**config.mk**
```make
export PLATFORM = sky130hd
export DESIGN_NAME = rsc_device_flat
export DESIGN_NICKNAME = d
export VERILOG_FILES = /design/src/logic/rsc_link_if.sv /design/src/logic/rsc_device.sv /design/src/flat_wrapper.sv
export VERILOG_INCLUDE_DIRS = /design/src /design/src/logic
export SDC_FILE = /design/constraint.sdc
export NUM_CORES = 2
export LEC_CHECK = 0
export ABC_AREA = 1
export BUFFER_PORTS_ARGS = -buffer_cell sky130_fd_sc_hd__buf_2
export CAP_MARGIN = 5
export CORE_MARGIN = 2
export CORE_UTILIZATION = 50
export CTS_CLUSTER_SIZE = 20
export DETAILED_ROUTE_END_ITERATION = 7
export PLACE_DENSITY = 0.65
export SETUP_SLACK_MARGIN = 0.15
export SLEW_MARGIN = 10
export SYNTH_ARGS = -nofsm -noshare
export SYNTH_HDL_FRONTEND = slang
export SYNTH_SLANG_ARGS = --single-unit
```
**constraint.sdc**
```tcl
create_clock -name clk -period 4.77 [get_ports clk]
set_input_delay 0.954 -clock clk [delete_from_list [all_inputs] [get_ports clk]]
set_output_delay 0.954 -clock clk [all_outputs]
set_load 0.02 [all_outputs]
```
**src/logic/rsc_regs.svh**
```systemverilog
// Functional notes
// - Recompute map check while check enable set.
// - Check covers 02h..31h, MSB first.
// - Mode bit selects check polynomial.
// - 16-bit check value in read-only register.
// - Every check pass seeds with all ones.
// - Check value change sets map-changed flag.
// - Status read or null reply clears flag.
// - Output enable bit makes output pin active.
// - Enabled output pin drives level bit push-pull.
// - Any reset restores defaults, converter disabled.
// - No conversion data until converter re-enabled.
// - Data-ready rises after power-on; early traffic ignored.
// - Long low pin pulse holds reset until high.
// - Host waits acquisition time after pin release.
// - Reset command is 0011h in word one.
// - Reset command acts only on complete frame.
// - A frame is exactly five words.
// - Reset follows latch; host waits acquisition time.
// - Host configures in order before main clock.
// - Supply-fail latched; poll until it reads zero.
// - Status readable by null reply and read.
// - Short low pin pulse synchronizes, not resets.
`ifndef RSC_REGS_SVH
`define RSC_REGS_SVH

// Device register addresses.
`define RSC_ADDR_ID 6'h00
`define RSC_ADDR_STATUS 6'h01
`define RSC_ADDR_MODE 6'h02
`define RSC_ADDR_CLOCK 6'h03
`define RSC_ADDR_CFG 6'h04
`define RSC_ADDR_CONV 6'h05
`define RSC_ADDR_CRC_FIRST 6'h02
`define RSC_ADDR_CRC_LAST 6'h31
`define RSC_ADDR_CHECK 6'h3E

// Field positions.
`define RSC_MODE_CRC_EN 0
`define RSC_MODE_CRC_TYPE 1
`define RSC_CFG_OUT_EN 0
`define RSC_CFG_OUT_LVL 1
`define RSC_CONV_EN 0
`define RSC_CONV_FREQ_LSB 4
`define RSC_STAT_MAP_CHG 0
`define RSC_STAT_SECONDARY_SUPPLY_FAIL 1

// Reset values; the identity word is arbitrary.
`define RSC_RST_WORD 16'h0000
`define RSC_RST_CLOCK 16'h0003
`define RSC_RST_CHECK 16'h0000
`define RSC_ID_VALUE 16'h5A01

// Commands and check constants.
`define RSC_CMD_NULL 16'h0000
`define RSC_CMD_RESET 16'h0011
`define RSC_CMD_READ_TOP 3'h5
`define RSC_CMD_WRITE_TOP 3'h3
`define RSC_CRC_SEED 16'hFFFF
`define RSC_POLY_CCITT 16'h1021
`define RSC_POLY_ANSI 16'h8005
`define RSC_WORD_BITS 16
`define RSC_FRAME_WORDS 5

// Timing in nanoseconds and derived clock counts.
`define RSC_CLK_PERIOD_NS 10
`define RSC_POR_NS 1000
`define RSC_POR_CYCLES ((`RSC_POR_NS + `RSC_CLK_PERIOD_NS - 1) / `RSC_CLK_PERIOD_NS)
`define RSC_RESET_LOW_WIDTH_NS 2000
`define RSC_RESET_LOW_CYCLES (`RSC_RESET_LOW_WIDTH_NS / `RSC_CLK_PERIOD_NS)
`define RSC_SYNC_MIN_CYCLES 2
`define RSC_REG_ACQ_NS 500
`define RSC_REG_ACQ_CYCLES ((`RSC_REG_ACQ_NS + `RSC_CLK_PERIOD_NS - 1) / `RSC_CLK_PERIOD_NS)
`define RSC_SCLK_HALF 8
`define RSC_FRAME_GAP 8

// Host command port addresses and bits.
`define RSC_HADDR_CMD 4'h0
`define RSC_HADDR_DATA 4'h1
`define RSC_HADDR_RESP 4'h2
`define RSC_HADDR_STAT 4'h3
`define RSC_HADDR_PIN 4'h4
`define RSC_HSTAT_BUSY 0
`define RSC_HSTAT_DATA_READY_N_N 1
`define RSC_HSTAT_PIN_LOW 2

`endif

```
**src/logic/rsc_link_if.sv**
```systemverilog
`timescale 1ns/100ps
interface rsc_link_if;
  logic sclk; // Serial clock, made by the host.
  logic cs_n; // Frame select, active low.
  logic mosi; // Host to device data.
  logic miso; // Device to host data.
  logic miso_oe; // High while the device drives miso.
  logic sync_reset_n; // Sync and reset pin, active low.
  logic data_ready_n; // Data-ready pin, active low.
  logic general_output_pin; // General output level.
  logic general_output_oe; // High while the output is driven.
  modport device (input sclk, cs_n, mosi, sync_reset_n,
    output miso, miso_oe, data_ready_n, general_output_pin,
    general_output_oe);
  modport host (output sclk, cs_n, mosi, sync_reset_n,
    input miso, miso_oe, data_ready_n, general_output_pin,
    general_output_oe);
endinterface : rsc_link_if

```
**src/logic/rsc_device.sv**
```systemverilog
`timescale 1ns/100ps
`include "rsc_regs.svh"
module rsc_device #(
  parameter int POR_CYCLES = `RSC_POR_CYCLES,
  parameter int RESET_LOW_CYCLES = `RSC_RESET_LOW_CYCLES
) (
  input wire logic clk,
  input wire logic rst,
  rsc_link_if.device link,
  input wire logic secondary_supply_ok,
  input wire logic conversion_tick,
  output logic converter_enable,
  output logic [3:0] converter_frequency_field,
  output logic sync_event,
  output logic device_in_reset
);
  localparam int FRAME_BITS = `RSC_WORD_BITS * `RSC_FRAME_WORDS;
  localparam int CRC_BITS =
    (`RSC_ADDR_CRC_LAST - `RSC_ADDR_CRC_FIRST + 1) * `RSC_WORD_BITS;

  // The counters below are sized for these ranges.
  initial begin
    if (POR_CYCLES < 1 || POR_CYCLES > 4095) begin
      $error("POR_CYCLES out of range");
    end
    if (RESET_LOW_CYCLES <= `RSC_SYNC_MIN_CYCLES ||
        RESET_LOW_CYCLES > 4095) begin
      $error("RESET_LOW_CYCLES out of range");
    end
  end

  // Asynchronous inputs: sclk, cs_n, mosi, pin, supply good.
  logic [4:0] meta_r; // First stage, read only by sync_r.
  logic [4:0] sync_r; // Second stage, safe to use.
  logic [4:0] prev_r; // Delayed copy for edge detection.
  logic [15:0] map_r [`RSC_ADDR_CRC_FIRST:`RSC_ADDR_CRC_LAST];
  logic [11:0] por_cnt_r; // Power-on interval counter.
  logic [11:0] low_cnt_r; // Cycles the pin has been low.
  logic pin_hold_r; // Pin reset in force.
  logic cmd_rst_r; // One-cycle reset from a command.
  logic [6:0] bit_cnt_r; // Bits received in this frame.
  logic [15:0] rx_r; // Receive shift register.
  logic [15:0] cmd_r; // First word of the frame.
  logic [15:0] data_r; // Second word of the frame.
  logic [15:0] tx_r; // Reply shift register.
  logic miso_r;
  logic miso_oe_r;
  logic data_ready_n_n_r;
  logic out_pin_r;
  logic out_oe_r;
  logic [9:0] crc_idx_r; // Bit position in the covered space.
  logic [15:0] crc_r; // Running check value.
  logic [15:0] check_r; // Last finished check value.
  logic map_chg_r; // Map-changed flag.
  logic secondary_supply_fail_r; // Latched secondary supply fail.
  logic conv_en_r;
  logic [3:0] conv_freq_r;
  logic sync_ev_r;
  logic in_rst_r;

  wire sclk_s = sync_r[0];
  wire cs_n_s = sync_r[1];
  wire mosi_s = sync_r[2];
  wire pin_n_s = sync_r[3];
  wire supply_ok_s = sync_r[4];
  wire sclk_rise = sclk_s & ~prev_r[0];
  wire sclk_fall = ~sclk_s & prev_r[0];
  wire cs_fall = ~cs_n_s & prev_r[1];
  wire cs_rise = cs_n_s & ~prev_r[1];
  wire pin_rise = pin_n_s & ~prev_r[3];
  wire por_done = (por_cnt_r == 12'(POR_CYCLES));
  // Power-on, pin and command resets all restore defaults.
  wire any_rst = rst | pin_hold_r | cmd_rst_r;
  // Serial traffic is only heard once the device is ready.
  wire spi_ok = por_done & ~pin_hold_r & ~cmd_rst_r;
  wire [15:0] word_in = {rx_r[14:0], mosi_s};
  wire is_read = (word_in[15:13] == `RSC_CMD_READ_TOP);
  wire [5:0] word_addr = word_in[12:7];
  wire frame_full = (bit_cnt_r == 7'(FRAME_BITS));
  wire word0_end = sclk_rise & ~cs_n_s & spi_ok & (bit_cnt_r == 7'd15);
  // A null command or a read of status returns the status word.
  wire stat_read = word0_end & ((word_in == `RSC_CMD_NULL) |
    (is_read & (word_addr == `RSC_ADDR_STATUS)));
  wire [5:0] crc_addr = 6'(`RSC_ADDR_CRC_FIRST + crc_idx_r[9:4]);
  wire crc_bit = map_r[crc_addr][~crc_idx_r[3:0]];
  wire crc_fb = crc_bit ^ crc_r[15];
  wire [15:0] poly = map_r[`RSC_ADDR_MODE][`RSC_MODE_CRC_TYPE] ?
    `RSC_POLY_ANSI : `RSC_POLY_CCITT;
  wire [15:0] crc_nxt = {crc_r[14:0], 1'b0} ^ (crc_fb ? poly : 16'h0000);
  wire crc_on = map_r[`RSC_ADDR_MODE][`RSC_MODE_CRC_EN];
  wire crc_last = (crc_idx_r == 10'(CRC_BITS - 1));
  wire crc_changed = crc_on & crc_last & (crc_nxt != check_r);

  // Reply word for a read address; unmapped addresses read zero.
  function automatic logic [15:0] read_word(input logic [5:0] a);
    logic [15:0] w;
    w = 16'h0000;
    if (a == `RSC_ADDR_ID) begin
      w = `RSC_ID_VALUE;
    end else if (a == `RSC_ADDR_STATUS) begin
      w[`RSC_STAT_MAP_CHG] = map_chg_r;
      w[`RSC_STAT_SECONDARY_SUPPLY_FAIL] = secondary_supply_fail_r;
    end else if (a == `RSC_ADDR_CHECK) begin
      w = check_r;
    end else if (a >= `RSC_ADDR_CRC_FIRST && a <= `RSC_ADDR_CRC_LAST) begin
      w = map_r[a];
    end
    return w;
  endfunction : read_word

  // Two-stage synchroniser; idle levels are select and pin high.
  always_ff @(posedge clk) begin
    if (rst) begin
      meta_r <= 5'h0A;
      sync_r <= 5'h0A;
      prev_r <= 5'h0A;
    end else begin
      meta_r <= {secondary_supply_ok, link.sync_reset_n, link.mosi,
        link.cs_n, link.sclk};
      sync_r <= meta_r;
      prev_r <= sync_r;
    end
  end

  // Power-on interval; only the power-on reset restarts it.
  always_ff @(posedge clk) begin
    if (rst) begin
      por_cnt_r <= 12'h000;
    end else if (!por_done) begin
      por_cnt_r <= por_cnt_r + 12'h001;
    end
  end

  // Pin width measurement: long lows reset, short lows synchronise.
  always_ff @(posedge clk) begin
    if (rst) begin
      low_cnt_r <= 12'h000;
      pin_hold_r <= 1'b0;
      sync_ev_r <= 1'b0;
    end else begin
      sync_ev_r <= 1'b0;
      if (pin_n_s) begin
        low_cnt_r <= 12'h000;
        pin_hold_r <= 1'b0;
        if (pin_rise && !pin_hold_r &&
            low_cnt_r >= 12'(`RSC_SYNC_MIN_CYCLES)) begin
          sync_ev_r <= 1'b1;
        end
      end else if (low_cnt_r < 12'(RESET_LOW_CYCLES)) begin
        low_cnt_r <= low_cnt_r + 12'h001;
      end else begin
        pin_hold_r <= 1'b1;
      end
    end
  end

  // Frame receiver; writes and reset act only at a full frame end.
  always_ff @(posedge clk) begin
    if (any_rst) begin
      bit_cnt_r <= 7'h00;
      rx_r <= 16'h0000;
      cmd_r <= 16'h0000;
      data_r <= 16'h0000;
      cmd_rst_r <= 1'b0;
    end else begin
      cmd_rst_r <= 1'b0;
      if (cs_fall) begin
        bit_cnt_r <= 7'h00;
      end else if (sclk_rise && !cs_n_s && spi_ok && !frame_full) begin
        rx_r <= word_in;
        bit_cnt_r <= bit_cnt_r + 7'h01;
        if (bit_cnt_r == 7'd15) begin
          cmd_r <= word_in;
        end
        if (bit_cnt_r == 7'd31) begin
          data_r <= word_in;
        end
      end
      // A short frame leaves the command unexecuted.
      if (cs_rise && frame_full && cmd_r == `RSC_CMD_RESET) begin
        cmd_rst_r <= 1'b1;
      end
    end
  end

  // Writable map; each entry returns to its default on any reset.
  for (genvar a = `RSC_ADDR_CRC_FIRST; a <= `RSC_ADDR_CRC_LAST; a++) begin : g_map
    always_ff @(posedge clk) begin
      if (any_rst) begin
        map_r[a] <= (a == `RSC_ADDR_CLOCK) ? `RSC_RST_CLOCK
          : `RSC_RST_WORD;
      end else if (cs_rise && frame_full &&
          cmd_r[15:13] == `RSC_CMD_WRITE_TOP && cmd_r[12:7] == 6'(a)) begin
        map_r[a] <= data_r;
      end
    end
  end

  // Reply shifter: loaded after word one, shifted on falling sclk.
  always_ff @(posedge clk) begin
    if (any_rst) begin
      tx_r <= 16'h0000;
      miso_r <= 1'b0;
      miso_oe_r <= 1'b0;
    end else begin
      miso_oe_r <= ~cs_n_s & spi_ok;
      if (cs_fall) begin
        tx_r <= 16'h0000;
        miso_r <= 1'b0;
      end else if (word0_end) begin
        tx_r <= is_read ? read_word(word_addr)
          : read_word(`RSC_ADDR_STATUS);
      end else if (sclk_fall && !cs_n_s) begin
        miso_r <= tx_r[15];
        tx_r <= {tx_r[14:0], 1'b0};
      end
    end
  end

  // Serial map check; runs without pause while enabled.
  always_ff @(posedge clk) begin
    if (any_rst) begin
      crc_idx_r <= 10'h000;
      crc_r <= `RSC_CRC_SEED;
      check_r <= `RSC_RST_CHECK;
    end else if (!crc_on) begin
      crc_idx_r <= 10'h000;
      crc_r <= `RSC_CRC_SEED;
    end else if (crc_last) begin
      check_r <= crc_nxt;
      crc_idx_r <= 10'h000;
      crc_r <= `RSC_CRC_SEED;
    end else begin
      crc_idx_r <= crc_idx_r + 10'h001;
      crc_r <= crc_nxt;
    end
  end

  // Status flags; a new event wins over the clear by a status read.
  always_ff @(posedge clk) begin
    if (any_rst) begin
      map_chg_r <= 1'b0;
      secondary_supply_fail_r <= 1'b1;
    end else begin
      if (crc_changed) begin
        map_chg_r <= 1'b1;
      end else if (stat_read) begin
        map_chg_r <= 1'b0;
      end
      if (!supply_ok_s || !conv_en_r) begin
        secondary_supply_fail_r <= 1'b1;
      end else if (stat_read) begin
        secondary_supply_fail_r <= 1'b0;
      end
    end
  end

  // Data ready: low through power-on, then high; conversions pull it
  // low only while the converter is enabled, a frame releases it.
  always_ff @(posedge clk) begin
    if (rst || !por_done) begin
      data_ready_n_n_r <= !rst && por_cnt_r == 12'(POR_CYCLES - 1);
    end else if (pin_hold_r || cmd_rst_r || cs_fall) begin
      data_ready_n_n_r <= 1'b1;
    end else if (conversion_tick && conv_en_r) begin
      data_ready_n_n_r <= 1'b0;
    end
  end

  // Registered outputs from the configuration words.
  always_ff @(posedge clk) begin
    if (any_rst) begin
      out_pin_r <= 1'b0;
      out_oe_r <= 1'b0;
      conv_en_r <= 1'b0;
      conv_freq_r <= 4'h0;
      in_rst_r <= 1'b1;
    end else begin
      out_oe_r <= map_r[`RSC_ADDR_CFG][`RSC_CFG_OUT_EN];
      out_pin_r <= map_r[`RSC_ADDR_CFG][`RSC_CFG_OUT_EN] &
        map_r[`RSC_ADDR_CFG][`RSC_CFG_OUT_LVL];
      conv_en_r <= map_r[`RSC_ADDR_CONV][`RSC_CONV_EN];
      conv_freq_r <= map_r[`RSC_ADDR_CONV][`RSC_CONV_FREQ_LSB +: 4];
      in_rst_r <= 1'b0;
    end
  end

  assign link.miso = miso_r;
  assign link.miso_oe = miso_oe_r;
  assign link.data_ready_n = data_ready_n_n_r;
  assign link.general_output_pin = out_pin_r;
  assign link.general_output_oe = out_oe_r;
  assign converter_enable = conv_en_r;
  assign converter_frequency_field = conv_freq_r;
  assign sync_event = sync_ev_r;
  assign device_in_reset = in_rst_r;
endmodule : rsc_device

```
**src/flat_wrapper.sv**
```systemverilog
// flat-port wrapper written by rule: the top's interface ports become plain ports
module rsc_device_flat 
#(
  parameter int POR_CYCLES = `RSC_POR_CYCLES,
  parameter int RESET_LOW_CYCLES = `RSC_RESET_LOW_CYCLES
)
  (clk, rst, secondary_supply_ok, conversion_tick, converter_enable, converter_frequency_field, sync_event, device_in_reset, link_sclk, link_cs_n, link_mosi, link_sync_reset_n, link_miso, link_miso_oe, link_data_ready_n, link_general_output_pin, link_general_output_oe);
  rsc_link_if link_i ();
  input wire logic clk;
  input wire logic rst;
  input wire logic secondary_supply_ok;
  input wire logic conversion_tick;
  output logic converter_enable;
  output logic [3:0] converter_frequency_field;
  output logic sync_event;
  output logic device_in_reset;
  input wire logic [$bits(link_i.sclk)-1:0] link_sclk;
  input wire logic [$bits(link_i.cs_n)-1:0] link_cs_n;
  input wire logic [$bits(link_i.mosi)-1:0] link_mosi;
  input wire logic [$bits(link_i.sync_reset_n)-1:0] link_sync_reset_n;
  output wire logic [$bits(link_i.miso)-1:0] link_miso;
  output wire logic [$bits(link_i.miso_oe)-1:0] link_miso_oe;
  output wire logic [$bits(link_i.data_ready_n)-1:0] link_data_ready_n;
  output wire logic [$bits(link_i.general_output_pin)-1:0] link_general_output_pin;
  output wire logic [$bits(link_i.general_output_oe)-1:0] link_general_output_oe;
  assign link_i.sclk = link_sclk;
  assign link_i.cs_n = link_cs_n;
  assign link_i.mosi = link_mosi;
  assign link_i.sync_reset_n = link_sync_reset_n;
  assign link_miso = link_i.miso;
  assign link_miso_oe = link_i.miso_oe;
  assign link_data_ready_n = link_i.data_ready_n;
  assign link_general_output_pin = link_i.general_output_pin;
  assign link_general_output_oe = link_i.general_output_oe;
  rsc_device #(.POR_CYCLES(POR_CYCLES), .RESET_LOW_CYCLES(RESET_LOW_CYCLES)) u_core (.clk(clk), .rst(rst), .link(link_i), .secondary_supply_ok(secondary_supply_ok), .conversion_tick(conversion_tick), .converter_enable(converter_enable), .converter_frequency_field(converter_frequency_field), .sync_event(sync_event), .device_in_reset(device_in_reset));
endmodule
```
==> run_results.csv <==
group,metric,value,unit
global_routing,grt_first_pass_wirelength,261000,um
placement,dp_hpwl,108000,um
critical_path,worst_r2r_path_depth,21,
pwr,pwr-share-comb,3.1,%
pwr,power.share.sequential,52.5,%
synthesis,synth_enable_flop_cells,769,
floorplan,start_util,50.6,%
synthesis,netlist_instances,5936,
clock_network,cts.path.max_buffers,3,
synthesis,proportion_of_register_bits_with_asynchronous_set_or_reset_after_synthesis,0,%
detailed_routing,vias_per_cell,6.27,
final_layout,post_route_cells_drive_above_1_share,6.59,%
pwr,cellInternalPower,13700,uW
final_layout,num-fill-cells,8812,
synthesis,ys.flop_type,"edfxtp_1",
critical_path,worstSetupStartpointType,"flop",
critical_path,cp_data_required_time,5.35,ns
clock_network,clk-insertion-delay-late,0.70,ns
synthesis,synth_cell_types,46,
synthesis,ys_seq_elements,939,
critical_path,timing.rr.start,"u_core.crc_idx_r[5]$_SDFF_PP0_",
global_routing,met2_demand_to_capacity_share_in_global_routing,53.3,%
synthesis,synthesis.area,0.0490,mm2
status,outcome,"complete, no violations",
sta,final_count_of_hold_timing_violations,0,
critical_path,path_class,"reg2reg",
floorplan,die_area,0.101,mm2
critical_path,path_common_cell,"nand3_1",
critical_path,critPathSlowestCell,"buf_12",
final_layout,postLayoutCellArea,0.0532,mm2
critical_path,crit_path_cell_trace,"buf_12, nand3_2, clkinv_1, nand2_1, nand2_2, buf_4, nand3_1, nand3_1, a21oi_1, nor2_1, nand2_1, nand3_2, nand3_2, nand2_4, nand3_1, nand3_1, nand2_1, nor2_1, nand3_1, nand2_1, a21oi_2",
clock_network,post_cts_resized,0,
global_routing,grt_max_degree,167,
synthesis,post_synth.cell_area_avg,8.26,um2
detailed_routing,firstDrtPassIters,7,
floorplan,boundaryPins,20,
global_routing,gr-usage-met3,6.59,%
floorplan,std_cell_rows,114,
synthesis,synth.net_count,5951,
sta,max_transition_margin,21.7,%
detailed_routing,remaining_drc_errors,0,
global_routing,grt-ovfl-total,0,
global_routing,grt-busiest-layer,"met2",
sta,fmax,0.253,GHz
critical_path,worst_ep_arrival_time,4.53,ns
clock_network,ctsRootBufferMaster,"clkbuf_16",
synthesis,yosysSeqAreaShare,54.0,%
floorplan,dieWidth,317,um
clock_network,cts_tree,"done",
final_layout,mostFrequentLayoutCell,"nor2_1",
pwr,post-layout-total-power,17500,uW
placement,gpl.final_weighted_congestion,0.953,
final_layout,most-common-layout-cells,"1185 x nor2_1, 996 x nand2_1, 769 x edfxtp_1",
final_layout,flow.area_growth_from_synthesis,8.49,%
placement,port-buffer-count,19,
critical_path,endpoint,"u_core.map_chg_r$_SDFFE_PN0P_",
final_layout,finish.net_count,5705,
final_layout,post-route-util,54.8,%
critical_path,critical_path.max_stage_delay,0.60,ns
min_path,holdCritPathClass,"reg2reg",
sta,setup_viol_count_final,0,
sta,finalMaxSlewViolations,0,
global_routing,first_global_vias,40600,
global_routing,grt_antenna_before_repair,3,
clock_network,htree_num_levels,3,
pwr,clock_power_share,44.4,%
floorplan,floorplan.die.height,317,um
pwr,static-leakage-power,0.0187,uW
critical_path,timing.critical_path.to_type,"flop",
sta,worst_hold_slack,0.405,ns
critical_path,timing.critical_path.from,"u_core.crc_idx_r[5]$_SDFF_PP0_",
detailed_routing,routed_wire_length_per_instance,25.2,um
pwr,p_switching,3890,uW
critical_path,critical_path_peak_fanout,126,
job,max_cap_violations,0,
detailed_routing,dr_total_vias,44300,
pwr,max-vdd-ir-drop,0.284,mV
clock_network,numCtsBuffers,101,
placement,dpl_cell_area,0.0500,mm2
sta,rsz0062_at_grt,"false",
clock_network,clock_sink_count,939,
sta,timing_worst_slew_pin_value,1.17,ns
detailed_routing,dr.first_iter.drc_count,7148,
detailed_routing,drt.antenna.violating_nets,0,
global_routing,global_route.usage.total,34.8,%
detailed_routing,postRouteWirelength,178000,um
sta,finalCritPeriodShare,82.9,%
sta,fin_tns_setup,0,ns
critical_path,worst_r2r_endpoint,"u_core.map_chg_r$_SDFFE_PN0P_",
sta,final.min_clock_period,3.95,ns
synthesis,ys_warn_count,0,
pwr,power-per-cell-area,330,mW/mm2
critical_path,r2r_slack,0.82,ns
pwr,switching_share,22.2,%
global_routing,groute.layer.met1.usage,47.1,%
clock_network,post_cts.repair.setup_buffers,0,
clock_network,cts_hold_buffers,0,
sta,final.setup_skew,0.0250,ns
clock_network,clk_pin_slew_worst_paths,0.06,ns
floorplan,core_area,0.0970,mm2
## cell usage after synthesis, types with 3 or more instances
library cell  number  area share [%]
or2_2             18            0.23
a31oi_1           15            0.19
buf_4             15            0.23
buf_1             25            0.19
nand2_2            4           0.051
o211ai_1          94             1.4
buf_6             11            0.25
clkinv_1           3           0.023
nor3b_1            4           0.061
clkbuf_1         320             2.4
a22oi_1            7            0.11
o22ai_1           69            0.88
ha_1               7            0.18
edfxtp_1         769              47
o32ai_1            5           0.089
o21ai_1           10            0.10
inv_2              9           0.069
nor3_1            41            0.42
xnor2_1            3           0.054
nand3_1          700             7.1
a21oi_1          229             2.3
inv_1            316             2.4
buf_2            130             1.3
xor2_1            12            0.21
a311oi_1           7            0.13
nand4_1           14            0.18
nor2_1          1189             9.1
nand2_1          996             7.6
nand3_2            8            0.16
a211oi_1          28            0.43
nor4_1            15            0.19
dfxtp_1          170             6.9
o21ai_0          613             6.3
o221ai_1          63             1.1
## registers in the layout, summed over array words and instances, names as in the netlist, 3 cells and up, named ones only
signal / flops
u_core.check_r: 16
u_core.crc_r: 16
u_core.sync_r: 5
u_core.crc_idx_r: 10
u_core.rx_r: 15
u_core.tx_r: 16
u_core.map_r: 768
u_core.low_cnt_r: 12
u_core.converter_frequency_field: 4
u_core.meta_r: 5
u_core.prev_r: 3
u_core.cmd_r: 16
u_core.data_r: 16
u_core.por_cnt_r: 12
u_core.bit_cnt_r: 7
## power groups by stage
stage | logic (uW) | registers (uW) | clock network [uW]
after floorplan | 340 | 9340 | 0
after global placement | 532 | 9370 | 0
after detailed placement | 540 | 9370 | 0
after CTS | 542 | 9200 | 7800
after global routing | 600 | 9230 | 8100
final | 552 | 9210 | 7790
## logic make-up after synthesis
kind of cell / synth area share, %
AO/OA/AOI/OAI: 13.3
XOR/XNOR: 0.301
adder cells (fa/ha/maj): 0.179
buffers and inverters: 6.99
flip-flops: 54.0
AND/OR/NAND/NOR: 25.2
## critical path, delay by kind of cell (launching register included)
family                 cells  cell delay (ns)
AND/OR/NAND/NOR           16             2.15
buffers and inverters      3             1.08
flip-flops                 1             0.41
AO/OA/AOI/OAI              2             0.13
## stage by stage
stage / std cells / worst slack, ns
after detailed placement: 6863 / 0.972
after global routing: 7054 / 0.536
final: 7055 / 0.816
after floorplan: 5936 / 2.03
after CTS: 7054 / 0.937
after global placement: 6863 / 1.01
## per-layer routing
layer	part of all wire, %	vias to the layer above
met3	11	543
met4	6.3	2
met1	38	21000
met5	0.0062	-
met2	44	2928
li1	-	19800
## layout make-up
class                           count  area (um2)  share of cell area [%]
Sequential cell                   939       26500                    49.8
Multi-Input combinational cell   4166       19200                    36.1
Clock buffer                      132        2720                    5.11
Tap cell                         1276        1600                    3.00
Timing Repair Buffer              152        1390                    2.62
Inverter                          330        1270                    2.38
Clock inverter                     59         497                   0.934
Antenna cell                        1        2.50                 0.00470
## how the worst min path moves through the flow
stage                           startpoint                                     endpoint  slack (ns)  depth (start not counted)
2_1_floorplan  u_core.prev_r[3]$_SDFF_PP1_                 u_core.sync_event$_SDFF_PP0_        0.37                          1
3_3_place_gp   u_core.sync_r[4]$_SDFF_PP0_  u_core.secondary_supply_fail_r$_SDFFE_PP1P_        0.39                          1
3_5_place_dp   u_core.sync_r[4]$_SDFF_PP0_  u_core.secondary_supply_fail_r$_SDFFE_PP1P_        0.39                          1
4_1_cts        u_core.meta_r[1]$_SDFF_PP1_                  u_core.sync_r[1]$_SDFF_PP1_        0.41                          1
5_1_grt        u_core.prev_r[3]$_SDFF_PP1_                 u_core.sync_event$_SDFF_PP0_        0.42                          1
6_report       u_core.sync_r[4]$_SDFF_PP0_  u_core.secondary_supply_fail_r$_SDFFE_PP1P_        0.40                          1
(Power assumes the default switching activity.)
